===== src/verilog/ssp_pkg.sv =====
// Constants, offsets and encodings of the clock-synchronous serial port
package ssp_pkg;

  // Printed offsets are register indices; the byte address is four times the index
  localparam logic [31:0] REG_MODE_OFS    = 32'hfffff250;
  localparam logic [31:0] REG_DATA_OFS    = 32'hfffff252;
  localparam logic [31:0] REG_CTRL_OFS    = 32'hfffff253;
  localparam logic [31:0] REG_ENABLE_OFS  = 32'hfffff254;
  localparam logic [31:0] REG_GATE_OFS    = 32'hfffff256;
  localparam logic [31:0] REG_IDLE_OFS    = 32'hfffff257;
  localparam int          ADDR_W          = 12;
  localparam int          IDX_W           = 10;

  // operating_mode_select / transfer_status fields
  localparam int          OP_MODE_LSB     = 2;
  localparam int          STAT_XFER_BIT   = 3;
  localparam int          STAT_SHIFT_BIT  = 2;
  localparam logic [1:0]  OP_MODE_PORT    = 2'h0;
  localparam logic [1:0]  OP_MODE_SIO     = 2'h1;
  localparam logic [1:0]  OP_MODE_RST     = OP_MODE_PORT;

  // transfer_control fields
  localparam int          CTRL_START_BIT  = 7;
  localparam int          CTRL_ABORT_BIT  = 6;
  localparam int          CTRL_MODE_LSB   = 4;
  localparam int          CTRL_SEL_LSB    = 0;
  localparam logic [1:0]  XMODE_TX        = 2'h0;
  localparam logic [1:0]  XMODE_TXRX      = 2'h2;
  localparam logic [1:0]  XMODE_RX        = 2'h3;
  localparam logic [1:0]  XMODE_RST       = XMODE_TX;
  localparam logic [2:0]  CLK_SEL_EXT     = 3'h7;
  localparam logic [2:0]  CLK_SEL_RST     = 3'h1;

  // Single-bit control fields
  localparam int          ENABLE_BIT      = 7;
  localparam int          GATE_BIT        = 7;
  localparam int          RUN_IDLE_BIT    = 6;

  // Internal rate: half period is 2^(code+4) system clocks, i.e. fsys/4/2^(code+3)
  localparam logic [3:0]  HALF_EXP_BASE   = 4'h4;
  localparam int          DIV_W           = 10;
  localparam logic [3:0]  BITS_PER_BYTE   = 4'h8;
  localparam logic [3:0]  LAST_BIT        = BITS_PER_BYTE - 4'h1;

  typedef enum logic [1:0] {
    SSP_IDLE,
    SSP_WAIT,
    SSP_SHIFT
  } ssp_state_type;

endpackage : ssp_pkg


===== src/verilog/ssp_serial_port.sv =====
// Clock-synchronous 8-bit serial port with APB register access
// Operation
// - Transfer status flag reads 1 during a transfer, 0 once it ends.
// - Shift status flag reads 1 while shifting, 0 when shifting ends.
// - Bit 7 of clock_gate_control turns the internal serial clock off or on.
// - Three-bit clock select: code 111 external clock, other codes internal rates.
// - Internal selection drives one of seven derived rates on the clock pin.
// - Internal serial clock starts every transfer high.
// - Internal clock stops while the data buffer is not serviced.
// - External selection takes the clock from the pin and stops driving it one cycle after it is selected.
// - Transmit shifts on the leading edge, receive on the trailing edge.
// - Leading-edge shifting changes data on the falling clock edge.
// - Trailing-edge shifting takes data on the rising clock edge.
// - Two-bit mode field selects receive, transmit or transmit/receive.
// - Software loads the buffer, sets start; the device then transmits.
// - The byte moves to a shift register and leaves LSB first.
// - Copying the byte to the shift register empties the buffer and pulses interrupt.
// - Internal clock pauses until the next buffer write, then resumes alone.
// - Output keeps the previous last bit until the clock first falls.
// - Clearing start finishes the current byte, then clears the transfer flag.
// - Setting abort stops at once and clears the transfer flag immediately.
`timescale 1ns/10ps

module ssp_serial_port
(
  input  wire logic                        pclk,
  input  wire logic                        presetn,
  input  wire logic                        psel,
  input  wire logic                        penable,
  input  wire logic                        pwrite,
  input  wire logic [ssp_pkg::ADDR_W-1:0]  paddr,
  input  wire logic [31:0]                 pwdata,
  output logic      [31:0]                 prdata,
  output logic                             pready,
  output logic                             pslverr,
  input  wire logic                        cpu_idle,
  input  wire logic                        sck_pin,
  output logic                             sck_drive,
  output logic                             sck_oe,
  input  wire logic                        sdi,
  output logic                             sdo,
  output logic                             buffer_empty_irq
);
  import ssp_pkg::*;

  typedef struct packed {
    ssp_state_type    state;
    logic [7:0]       data_buffer;
    logic [7:0]       shreg;
    logic [3:0]       bitcnt;
    logic             tx_full;
    logic             rx_full;
    logic             stop_after;
    logic             enable;
    logic             gate;
    logic             run_in_idle;
    logic [1:0]       op_mode;
    logic             start;
    logic             abort_bit;
    logic [1:0]       xmode;
    logic [2:0]       clk_sel;
    logic [DIV_W-1:0] div;
    logic             sck;
    logic             sck_oe;
    logic             sdo;
    logic             irq;
    logic [2:0]       sck_sync;
    logic [1:0]       sdi_sync;
    logic             pready;
    logic             pslverr;
    logic [31:0]      prdata;
  } ssp_regs_type;

  ssp_regs_type     q;
  ssp_regs_type     d;
  logic             ext_clk;
  logic             run;
  logic             tick;
  logic [DIV_W-1:0] half_mask;
  logic             fall_ev;
  logic             rise_ev;
  logic             ready;
  logic             tx_mode;
  logic             load;
  logic [7:0]       rx_byte;
  logic [IDX_W-1:0] idx;
  logic             hit;
  logic             setup;
  logic             commit;
  logic             wr;
  logic             wr_abort;
  logic             wr_start;
  logic [7:0]       wdat;
  logic [7:0]       rdat;

  ////////////////////////////////////////////////////////////////////////////
  // Next-state logic

  always_comb begin
    d        = q;
    load     = 1'b0;
    fall_ev  = 1'b0;
    rise_ev  = 1'b0;
    wr_abort = 1'b0;
    wr_start = 1'b0;
    rdat     = 8'h00;

    // Bus decode
    idx    = paddr[ADDR_W-1:2];
    wdat   = pwdata[7:0];
    setup  = psel && !penable;
    commit = psel && penable && q.pready;
    wr     = commit && pwrite;
    hit    = idx == REG_MODE_OFS[IDX_W-1:0] || idx == REG_DATA_OFS[IDX_W-1:0] ||
             idx == REG_CTRL_OFS[IDX_W-1:0] || idx == REG_ENABLE_OFS[IDX_W-1:0] ||
             idx == REG_GATE_OFS[IDX_W-1:0] || idx == REG_IDLE_OFS[IDX_W-1:0];

    // Pin synchronisers; only stages 1 and 2 feed logic
    d.sck_sync = {q.sck_sync[1:0], sck_pin};
    d.sdi_sync = {q.sdi_sync[0], sdi};

    ext_clk = q.clk_sel == CLK_SEL_EXT;
    tx_mode = q.xmode != XMODE_RX;
    rx_byte = {q.sdi_sync[1], q.shreg[7:1]};
    unique case (q.xmode)
      XMODE_RX:   ready = !q.rx_full;
      XMODE_TXRX: ready = q.tx_full && !q.rx_full;
      default:    ready = q.tx_full;
    endcase

    // Internal rate divider; stopped by the gate, the enable, or idle
    run       = q.enable && q.gate && q.op_mode == OP_MODE_SIO &&
                !(cpu_idle && !q.run_in_idle);
    half_mask = ~({DIV_W{1'b1}} << (q.clk_sel + HALF_EXP_BASE));
    tick      = run && !ext_clk && (q.div & half_mask) == half_mask;
    if (run) begin
      d.div = q.div + 1'b1;
    end

    // Pin is driven only for an internal clock
    d.sck_oe = !ext_clk && q.enable && q.op_mode == OP_MODE_SIO;

    if (q.state == SSP_SHIFT) begin
      if (ext_clk) begin
        fall_ev = !q.sck_sync[1] && q.sck_sync[2];
        rise_ev = q.sck_sync[1] && !q.sck_sync[2];
      end else if (tick) begin
        d.sck   = ~q.sck;
        fall_ev = q.sck;
        rise_ev = !q.sck;
      end
    end

    // Data out only on falling edges, so the old last bit holds until then
    if (fall_ev) begin
      d.sdo = q.shreg[0];
    end

    // APB read side effect: reading the buffer frees it for reception
    if (commit && !pwrite && idx == REG_DATA_OFS[IDX_W-1:0]) begin
      d.rx_full = 1'b0;
    end

    ////////////////////////////////////////////////////////////////////////
    // Transfer sequencer

    unique case (q.state)
      SSP_IDLE: begin
        d.sck = 1'b1;
      end
      SSP_WAIT: begin
        if (!q.start) begin
          d.state = SSP_IDLE;
        end else if (ready) begin
          load    = tx_mode;
          d.state = SSP_SHIFT;
        end
      end
      SSP_SHIFT: begin
        if (rise_ev) begin
          d.shreg  = rx_byte;
          d.bitcnt = q.bitcnt + 4'h1;
          if (q.bitcnt == LAST_BIT) begin
            d.bitcnt = 4'h0;
            if (q.xmode != XMODE_TX) begin
              d.data_buffer = rx_byte;
              d.rx_full     = 1'b1;
            end
            if (!q.start || q.stop_after) begin
              d.state      = SSP_IDLE;
              d.stop_after = 1'b0;
            end else if (!ext_clk) begin
              d.state = SSP_WAIT;
            end else if (ready) begin
              load = tx_mode;
            end else if (tx_mode) begin
              d.shreg      = q.data_buffer;
              d.stop_after = 1'b1;
            end
          end
        end
      end
      default: begin
        d.state = SSP_IDLE;
      end
    endcase

    // Copy to the shift register empties the buffer
    if (load) begin
      d.shreg   = q.data_buffer;
      d.tx_full = 1'b0;
    end
    d.irq = load;

    ////////////////////////////////////////////////////////////////////////
    // Register writes; bus writes come last so a buffer fill beats a load

    if (wr && idx == REG_ENABLE_OFS[IDX_W-1:0]) begin
      d.enable = wdat[ENABLE_BIT];
    end
    if (wr && q.enable) begin
      unique case (idx)
        REG_MODE_OFS[IDX_W-1:0]: begin
          d.op_mode = wdat[OP_MODE_LSB +: 2];
        end
        REG_DATA_OFS[IDX_W-1:0]: begin
          d.data_buffer = wdat;
          d.tx_full     = 1'b1;
        end
        REG_CTRL_OFS[IDX_W-1:0]: begin
          d.start     = wdat[CTRL_START_BIT];
          d.abort_bit = wdat[CTRL_ABORT_BIT];
          d.xmode     = wdat[CTRL_MODE_LSB +: 2];
          d.clk_sel   = wdat[CTRL_SEL_LSB +: 3];
          wr_abort    = wdat[CTRL_ABORT_BIT];
          wr_start    = wdat[CTRL_START_BIT] && !wdat[CTRL_ABORT_BIT];
        end
        REG_GATE_OFS[IDX_W-1:0]: begin
          d.gate = wdat[GATE_BIT];
        end
        REG_IDLE_OFS[IDX_W-1:0]: begin
          d.run_in_idle = wdat[RUN_IDLE_BIT];
        end
        default: begin
        end
      endcase
    end

    // Abort parks the clock high so the next frame starts from idle
    if (wr_abort) begin
      d.state      = SSP_IDLE;
      d.bitcnt     = 4'h0;
      d.stop_after = 1'b0;
      d.sck        = 1'b1;
    end else if (wr_start && q.state == SSP_IDLE && q.op_mode == OP_MODE_SIO) begin
      d.state  = SSP_WAIT;
      d.bitcnt = 4'h0;
    end

    ////////////////////////////////////////////////////////////////////////
    // APB read data, registered in the setup cycle: no wait states

    unique case (idx)
      REG_MODE_OFS[IDX_W-1:0]: begin
        rdat[STAT_XFER_BIT]  = q.state != SSP_IDLE;
        rdat[STAT_SHIFT_BIT] = q.state == SSP_SHIFT;
      end
      REG_DATA_OFS[IDX_W-1:0]: rdat = q.data_buffer;
      REG_CTRL_OFS[IDX_W-1:0]: begin
        rdat[CTRL_START_BIT]          = q.start;
        rdat[CTRL_ABORT_BIT]          = q.abort_bit;
        rdat[CTRL_MODE_LSB +: 2]      = q.xmode;
        rdat[CTRL_SEL_LSB +: 3]       = q.clk_sel;
      end
      REG_ENABLE_OFS[IDX_W-1:0]: rdat[ENABLE_BIT] = q.enable;
      REG_GATE_OFS[IDX_W-1:0]:   rdat[GATE_BIT] = q.gate;
      REG_IDLE_OFS[IDX_W-1:0]:   rdat[RUN_IDLE_BIT] = q.run_in_idle;
      default: begin
      end
    endcase
    // While disabled only the enable register answers with content
    if (!q.enable && idx != REG_ENABLE_OFS[IDX_W-1:0]) begin
      rdat = 8'h00;
    end

    d.pready = setup;
    if (setup) begin
      d.prdata  = {24'h000000, rdat};
      d.pslverr = !hit;
    end else begin
      d.pslverr = 1'b0;
    end
  end

  ////////////////////////////////////////////////////////////////////////////
  // State register

  always_ff @(posedge pclk or negedge presetn) begin
    if (!presetn) begin
      q             <= '0;
      q.state       <= SSP_IDLE;
      q.op_mode     <= OP_MODE_RST;
      q.xmode       <= XMODE_RST;
      q.clk_sel     <= CLK_SEL_RST;
      q.sck         <= 1'b1;
      q.sdo         <= 1'b1;
    end else begin
      q <= d;
    end
  end

  assign prdata           = q.prdata;
  assign pready           = q.pready;
  assign pslverr          = q.pslverr;
  assign sck_drive        = q.sck;
  assign sck_oe           = q.sck_oe;
  assign sdo              = q.sdo;
  assign buffer_empty_irq = q.irq;

  ////////////////////////////////////////////////////////////////////////////
  // Checks

  abort_stops_a: assert property (@(posedge pclk) disable iff (!presetn)
    wr_abort |=> q.state == SSP_IDLE && q.bitcnt == 4'h0)
    else $error("abort did not stop the transfer");

  status_read_a: assert property (@(posedge pclk) disable iff (!presetn)
    setup && !pwrite && idx == REG_MODE_OFS[IDX_W-1:0] && q.enable
    |=> prdata[STAT_XFER_BIT] == ($past(q.state) != SSP_IDLE))
    else $error("transfer flag read wrong");

  shift_flag_a: assert property (@(posedge pclk) disable iff (!presetn)
    setup && !pwrite && idx == REG_MODE_OFS[IDX_W-1:0] && q.enable
    |=> prdata[STAT_SHIFT_BIT] == ($past(q.state) == SSP_SHIFT))
    else $error("shift flag read wrong");

  gate_off_a: assert property (@(posedge pclk) disable iff (!presetn)
    !q.gate && !ext_clk |=> $stable(sck_drive))
    else $error("serial clock moved while gated off");

  ext_no_drive_a: assert property (@(posedge pclk) disable iff (!presetn)
    ext_clk && $past(ext_clk) |-> !sck_oe)
    else $error("clock pin driven with external clock");

  start_high_a: assert property (@(posedge pclk) disable iff (!presetn)
    q.state == SSP_WAIT && !ext_clk |-> sck_drive)
    else $error("internal clock not high while waiting");

  data_fall_a: assert property (@(posedge pclk) disable iff (!presetn)
    !$stable(sdo) |-> $past(fall_ev))
    else $error("output bit changed off a falling edge");

  empty_pulse_a: assert property (@(posedge pclk) disable iff (!presetn)
    load |=> buffer_empty_irq ##1 !buffer_empty_irq)
    else $error("buffer empty pulse missing");

  stop_finish_a: assert property (@(posedge pclk) disable iff (!presetn)
    q.state == SSP_SHIFT && !q.start && !wr_start |=> q.state != SSP_WAIT)
    else $error("cleared start did not end after the byte");

  bit_count_a: assert property (@(posedge pclk) disable iff (!presetn)
    rise_ev && q.bitcnt == LAST_BIT |=> q.bitcnt == 4'h0)
    else $error("byte not closed after eight bits");

endmodule : ssp_serial_port


===== config.mk =====
export PLATFORM = sky130hd
export DESIGN_NAME = ssp_serial_port
export DESIGN_NICKNAME = d
export VERILOG_FILES = /design/src/verilog/ssp_pkg.sv /design/src/verilog/ssp_serial_port.sv
export SDC_FILE = /design/constraint.sdc
export NUM_CORES = 1
export LEC_CHECK = 0
export BUFFER_PORTS_ARGS = -buffer_cell sky130_fd_sc_hd__buf_2
export CAP_MARGIN = 5
export CORE_MARGIN = 1
export CORE_UTILIZATION = 57
export CTS_CLUSTER_SIZE = 8
export DETAILED_ROUTE_END_ITERATION = 10
export GPL_TIMING_DRIVEN = 0
export HOLD_SLACK_MARGIN = 0.1
export PLACE_DENSITY = 0.85
export REMOVE_ABC_BUFFERS = 1
export SKIP_CTS_REPAIR_TIMING = 1
export SYNTH_ARGS = -nofsm -noshare
export SYNTH_HDL_FRONTEND = slang
export SYNTH_SLANG_ARGS = --single-unit

===== constraint.sdc =====
create_clock -name pclk -period 4.28 [get_ports pclk]
set_clock_uncertainty 0.2 [all_clocks]
set_input_delay 0 -clock pclk [delete_from_list [all_inputs] [get_ports pclk]]
set_output_delay 0 -clock pclk [all_outputs]
set_load 0.01 [all_outputs]

==> results.yml <==
route:
  via_count: 2986
  wl_met1_microns: 3510
  wirelength_microns: 8430
  maxUsedRoutingLayer: "met4"
  wl_met3_microns: 599
  vias_per_cell: 5.92
  drc: 0
  first_pass_iters: 7
  drt_iter0_markers: 261
  wl_met2_microns: 4140
  ant_nets: 0
  routedWlPerCell_microns: 16.7
synth:
  synth_xor_area_share_pct: 2.45
  synthSimpleGateAreaFrac_pct: 18.4
  synth_fa_ha_area_share_pct: 1.75
  yosysWarnings: 0
  synth_ff_type: "dfrtp_1"
  syn_avg_cell_area_sq_um: 9.86
  syn_inst: 362
  synth_cell_types: 53
  yosys.area.top_type: "dfrtp_1"
  synth_compound_area_share_pct: 13.8
  synth_top_area_share_pct: 44.2
  yosysMostFrequentCell: "dfrtp_1"
  synth_top_family_by_area: "simple AND/OR/NAND/NOR gates"
  synthArstFlopShare_pct: 100
  synthMuxAreaShare_pct: 7.19
  synth_common_cells: "63 x dfrtp_1, 32 x buf_4, 32 x nand2_1"
  ys_seq_area_share_pct: 46.4
  ys_ff_latch: 66
  synth_edf_count: 0
  netlist_area_sq_um: 3570
  ys_top_cells_by_area: "dfrtp_1 44%, buf_4 6.7%, mux2_2 4.1%"
clocking:
  cts_buffer_depth: 2
  ctsHtreeMaxLevel: 3
  clock-sinks: 66
  cts_tree: "yes"
  path_clk_slew_ns: 0.07
  clk_latency_ns: 0.35
  cts_made_buffers: 9
  root_buffer: "clkbuf_8"
global_route:
  grt_max_degree: 67
  grtUsageTotal_pct: 25.5
  grt_pass1_wl_microns: 12400
  antenna_found_initial: 0
  grt_pass1_vias: 2695
  grt_overflow: 0
critical_path:
  crit_arrival_ns: 3.32
  rrSetupSlack_ns: 1.36
  crit_fanout: 5
  r2r-start: "q[88]"
  worst-r2r-cell-count: 8
  path_class: "input pin to flip-flop"
  end_kind: "flip-flop"
  r2r_end: "q[76]"
  worstSetupStartpointType: "input pin"
  worstPathRequired_ns: 4.37
timing:
  setup_violations: 0
  finalSetupTns_ns: 0
  slew_headroom_pct: 44.9
  finalHoldWorstSlack_ns: 0.0747
  finalCritPeriodShare_pct: 75.4
  fmaxAchievable_ghz: 0.310
  worst_slew_pin_slew_ns: 0.826
  hold_viol: 0
  rsz0062_at_grt: "false"
  layout_min_cycle_time_ns: 3.23
  maxSlewViolCount: 0
power:
  peakVddDrop_mv: 0.248
  leakage_nw: 1.91
  power_density_nw_per_um2: 304
  power_mw: 1.28
die:
  die_y_microns: 81.1
  fp-row-count: 28
  core_area_sq_um: 5990
  fp.dieW_microns: 81.1
  io_pins: 90
  dieArea_sq_um: 6580
  start_util_pct: 59.6
place:
  post_dp_cell_area_sq_um: 3670
  port_buffers: 39
  hpwl_microns: 5300
  gp_congestion: 0.887
finish:
  diodes: 0
  drive_gt1_share_pct: 19.8
  final.fill_count: 449
  nets: 481
  areaGrowthSynthToFinish_pct: 17.7
  finish.instance_area_sq_um: 4200
hold_path:
  holdPathEnd: "prdata[6]"
  holdCritPathClass: "input pin to flip-flop"
  hold_path.startpoint: "paddr[9]"
  whs_path_depth: 6
run:
  drv_cap: 0
run_status:
  status: "finished, final reports clean"
-- how the worst max path moves through the flow --
stage / from / to / slack [ns] / cells after the start
after floorplan: q[88] / q[79] / 0.87 / 8
after global placement: q[88] / q[79] / 0.1 / 8
after detailed placement: q[88] / q[77] / 1.40 / 8
after CTS: q[88] / q[78] / 1.39 / 8
after global routing: paddr[4] / prdata[3] / 0.98 / 8
final: paddr[4] / prdata[3] / 1.05 / 8
-- critical path, cell delays in order --
cell	delay [ns]
dlygate4sd3_1	0.54
buf_2	0.16
nor4b_1	0.49
dlygate4sd3_1	0.65
nand2_1	0.10
dlygate4sd3_1	0.59
o31ai_1	0.22
dlygate4sd3_1	0.57
-- cell type report --
cell class | count | area, sq um | share of cell area (%)
Multi-Input combinational cell | 260 | 1650 | 39.3
Inverter | 16 | 60.1 | 1.43
Clock buffer | 11 | 141 | 3.37
Timing Repair Buffer | 71 | 523 | 12.4
Tap cell | 75 | 93.8 | 2.23
Sequential cell | 66 | 1660 | 39.4
Clock inverter | 5 | 77.6 | 1.85
-- registers in the layout (all words and copies together), names as in the netlist --
| signal | cells |
|---|---|
| d | 3 |
| pslverr | 1 |
| sck_oe | 1 |
| q | 49 |
| buffer_empty_irq | 1 |
| sck_drive | 1 |
| prdata | 8 |
| pready | 1 |
| sdo | 1 |
-- power breakdown --
group	switching, mW	internal [mW]
Clock	0.244	0.342
Sequential	0.00131	0.627
Combinational	0.0386	0.0264
Total	0.284	0.995
-- through the flow --
stage	instances	setup WS [ns]	utilization (%)
2_1_floorplan	342	0.871	-
3_5_place_dp	457	1.40	61.3
3_3_place_gp	456	0.0950	60.9
5_1_grt	504	0.983	70.1
6_report	504	1.05	70.1
4_1_cts	473	1.39	65.0
-- cells by family after synthesis --
family                   after synthesis
flip-flops                            66
multiplexers                          24
AND/OR/NAND/NOR                      122
AO/OA/AOI/OAI                         75
buffers and inverters                 59
other                                  1
adder cells (fa/ha/maj)                5
XOR/XNOR                              10
-- cell usage in the layout, fill, tap and decap left out, types with 13 or more instances in the layout --
| master | netlist | final |
|---|---|---|
| inv_1 | 16 | 16 |
| mux2_2 | 13 | 13 |
| o21ai_0 | 25 | 24 |
| dfrtp_1 | 63 | 63 |
| nor2_1 | 17 | 17 |
| nand3_1 | 19 | 19 |
| conb_1 | 1 | 24 |
| buf_2 | 4 | 38 |
| dlygate4sd3_1 | 0 | 31 |
| nand2_1 | 32 | 32 |
-- routing by layer --
layer	up-vias	global-route usage (%)
met5	-	0
met2	160	39.5
met4	0	11.4
met3	20	8.31
met1	1451	32.7
li1	1355	-
Power figures use the tool's default switching activity.
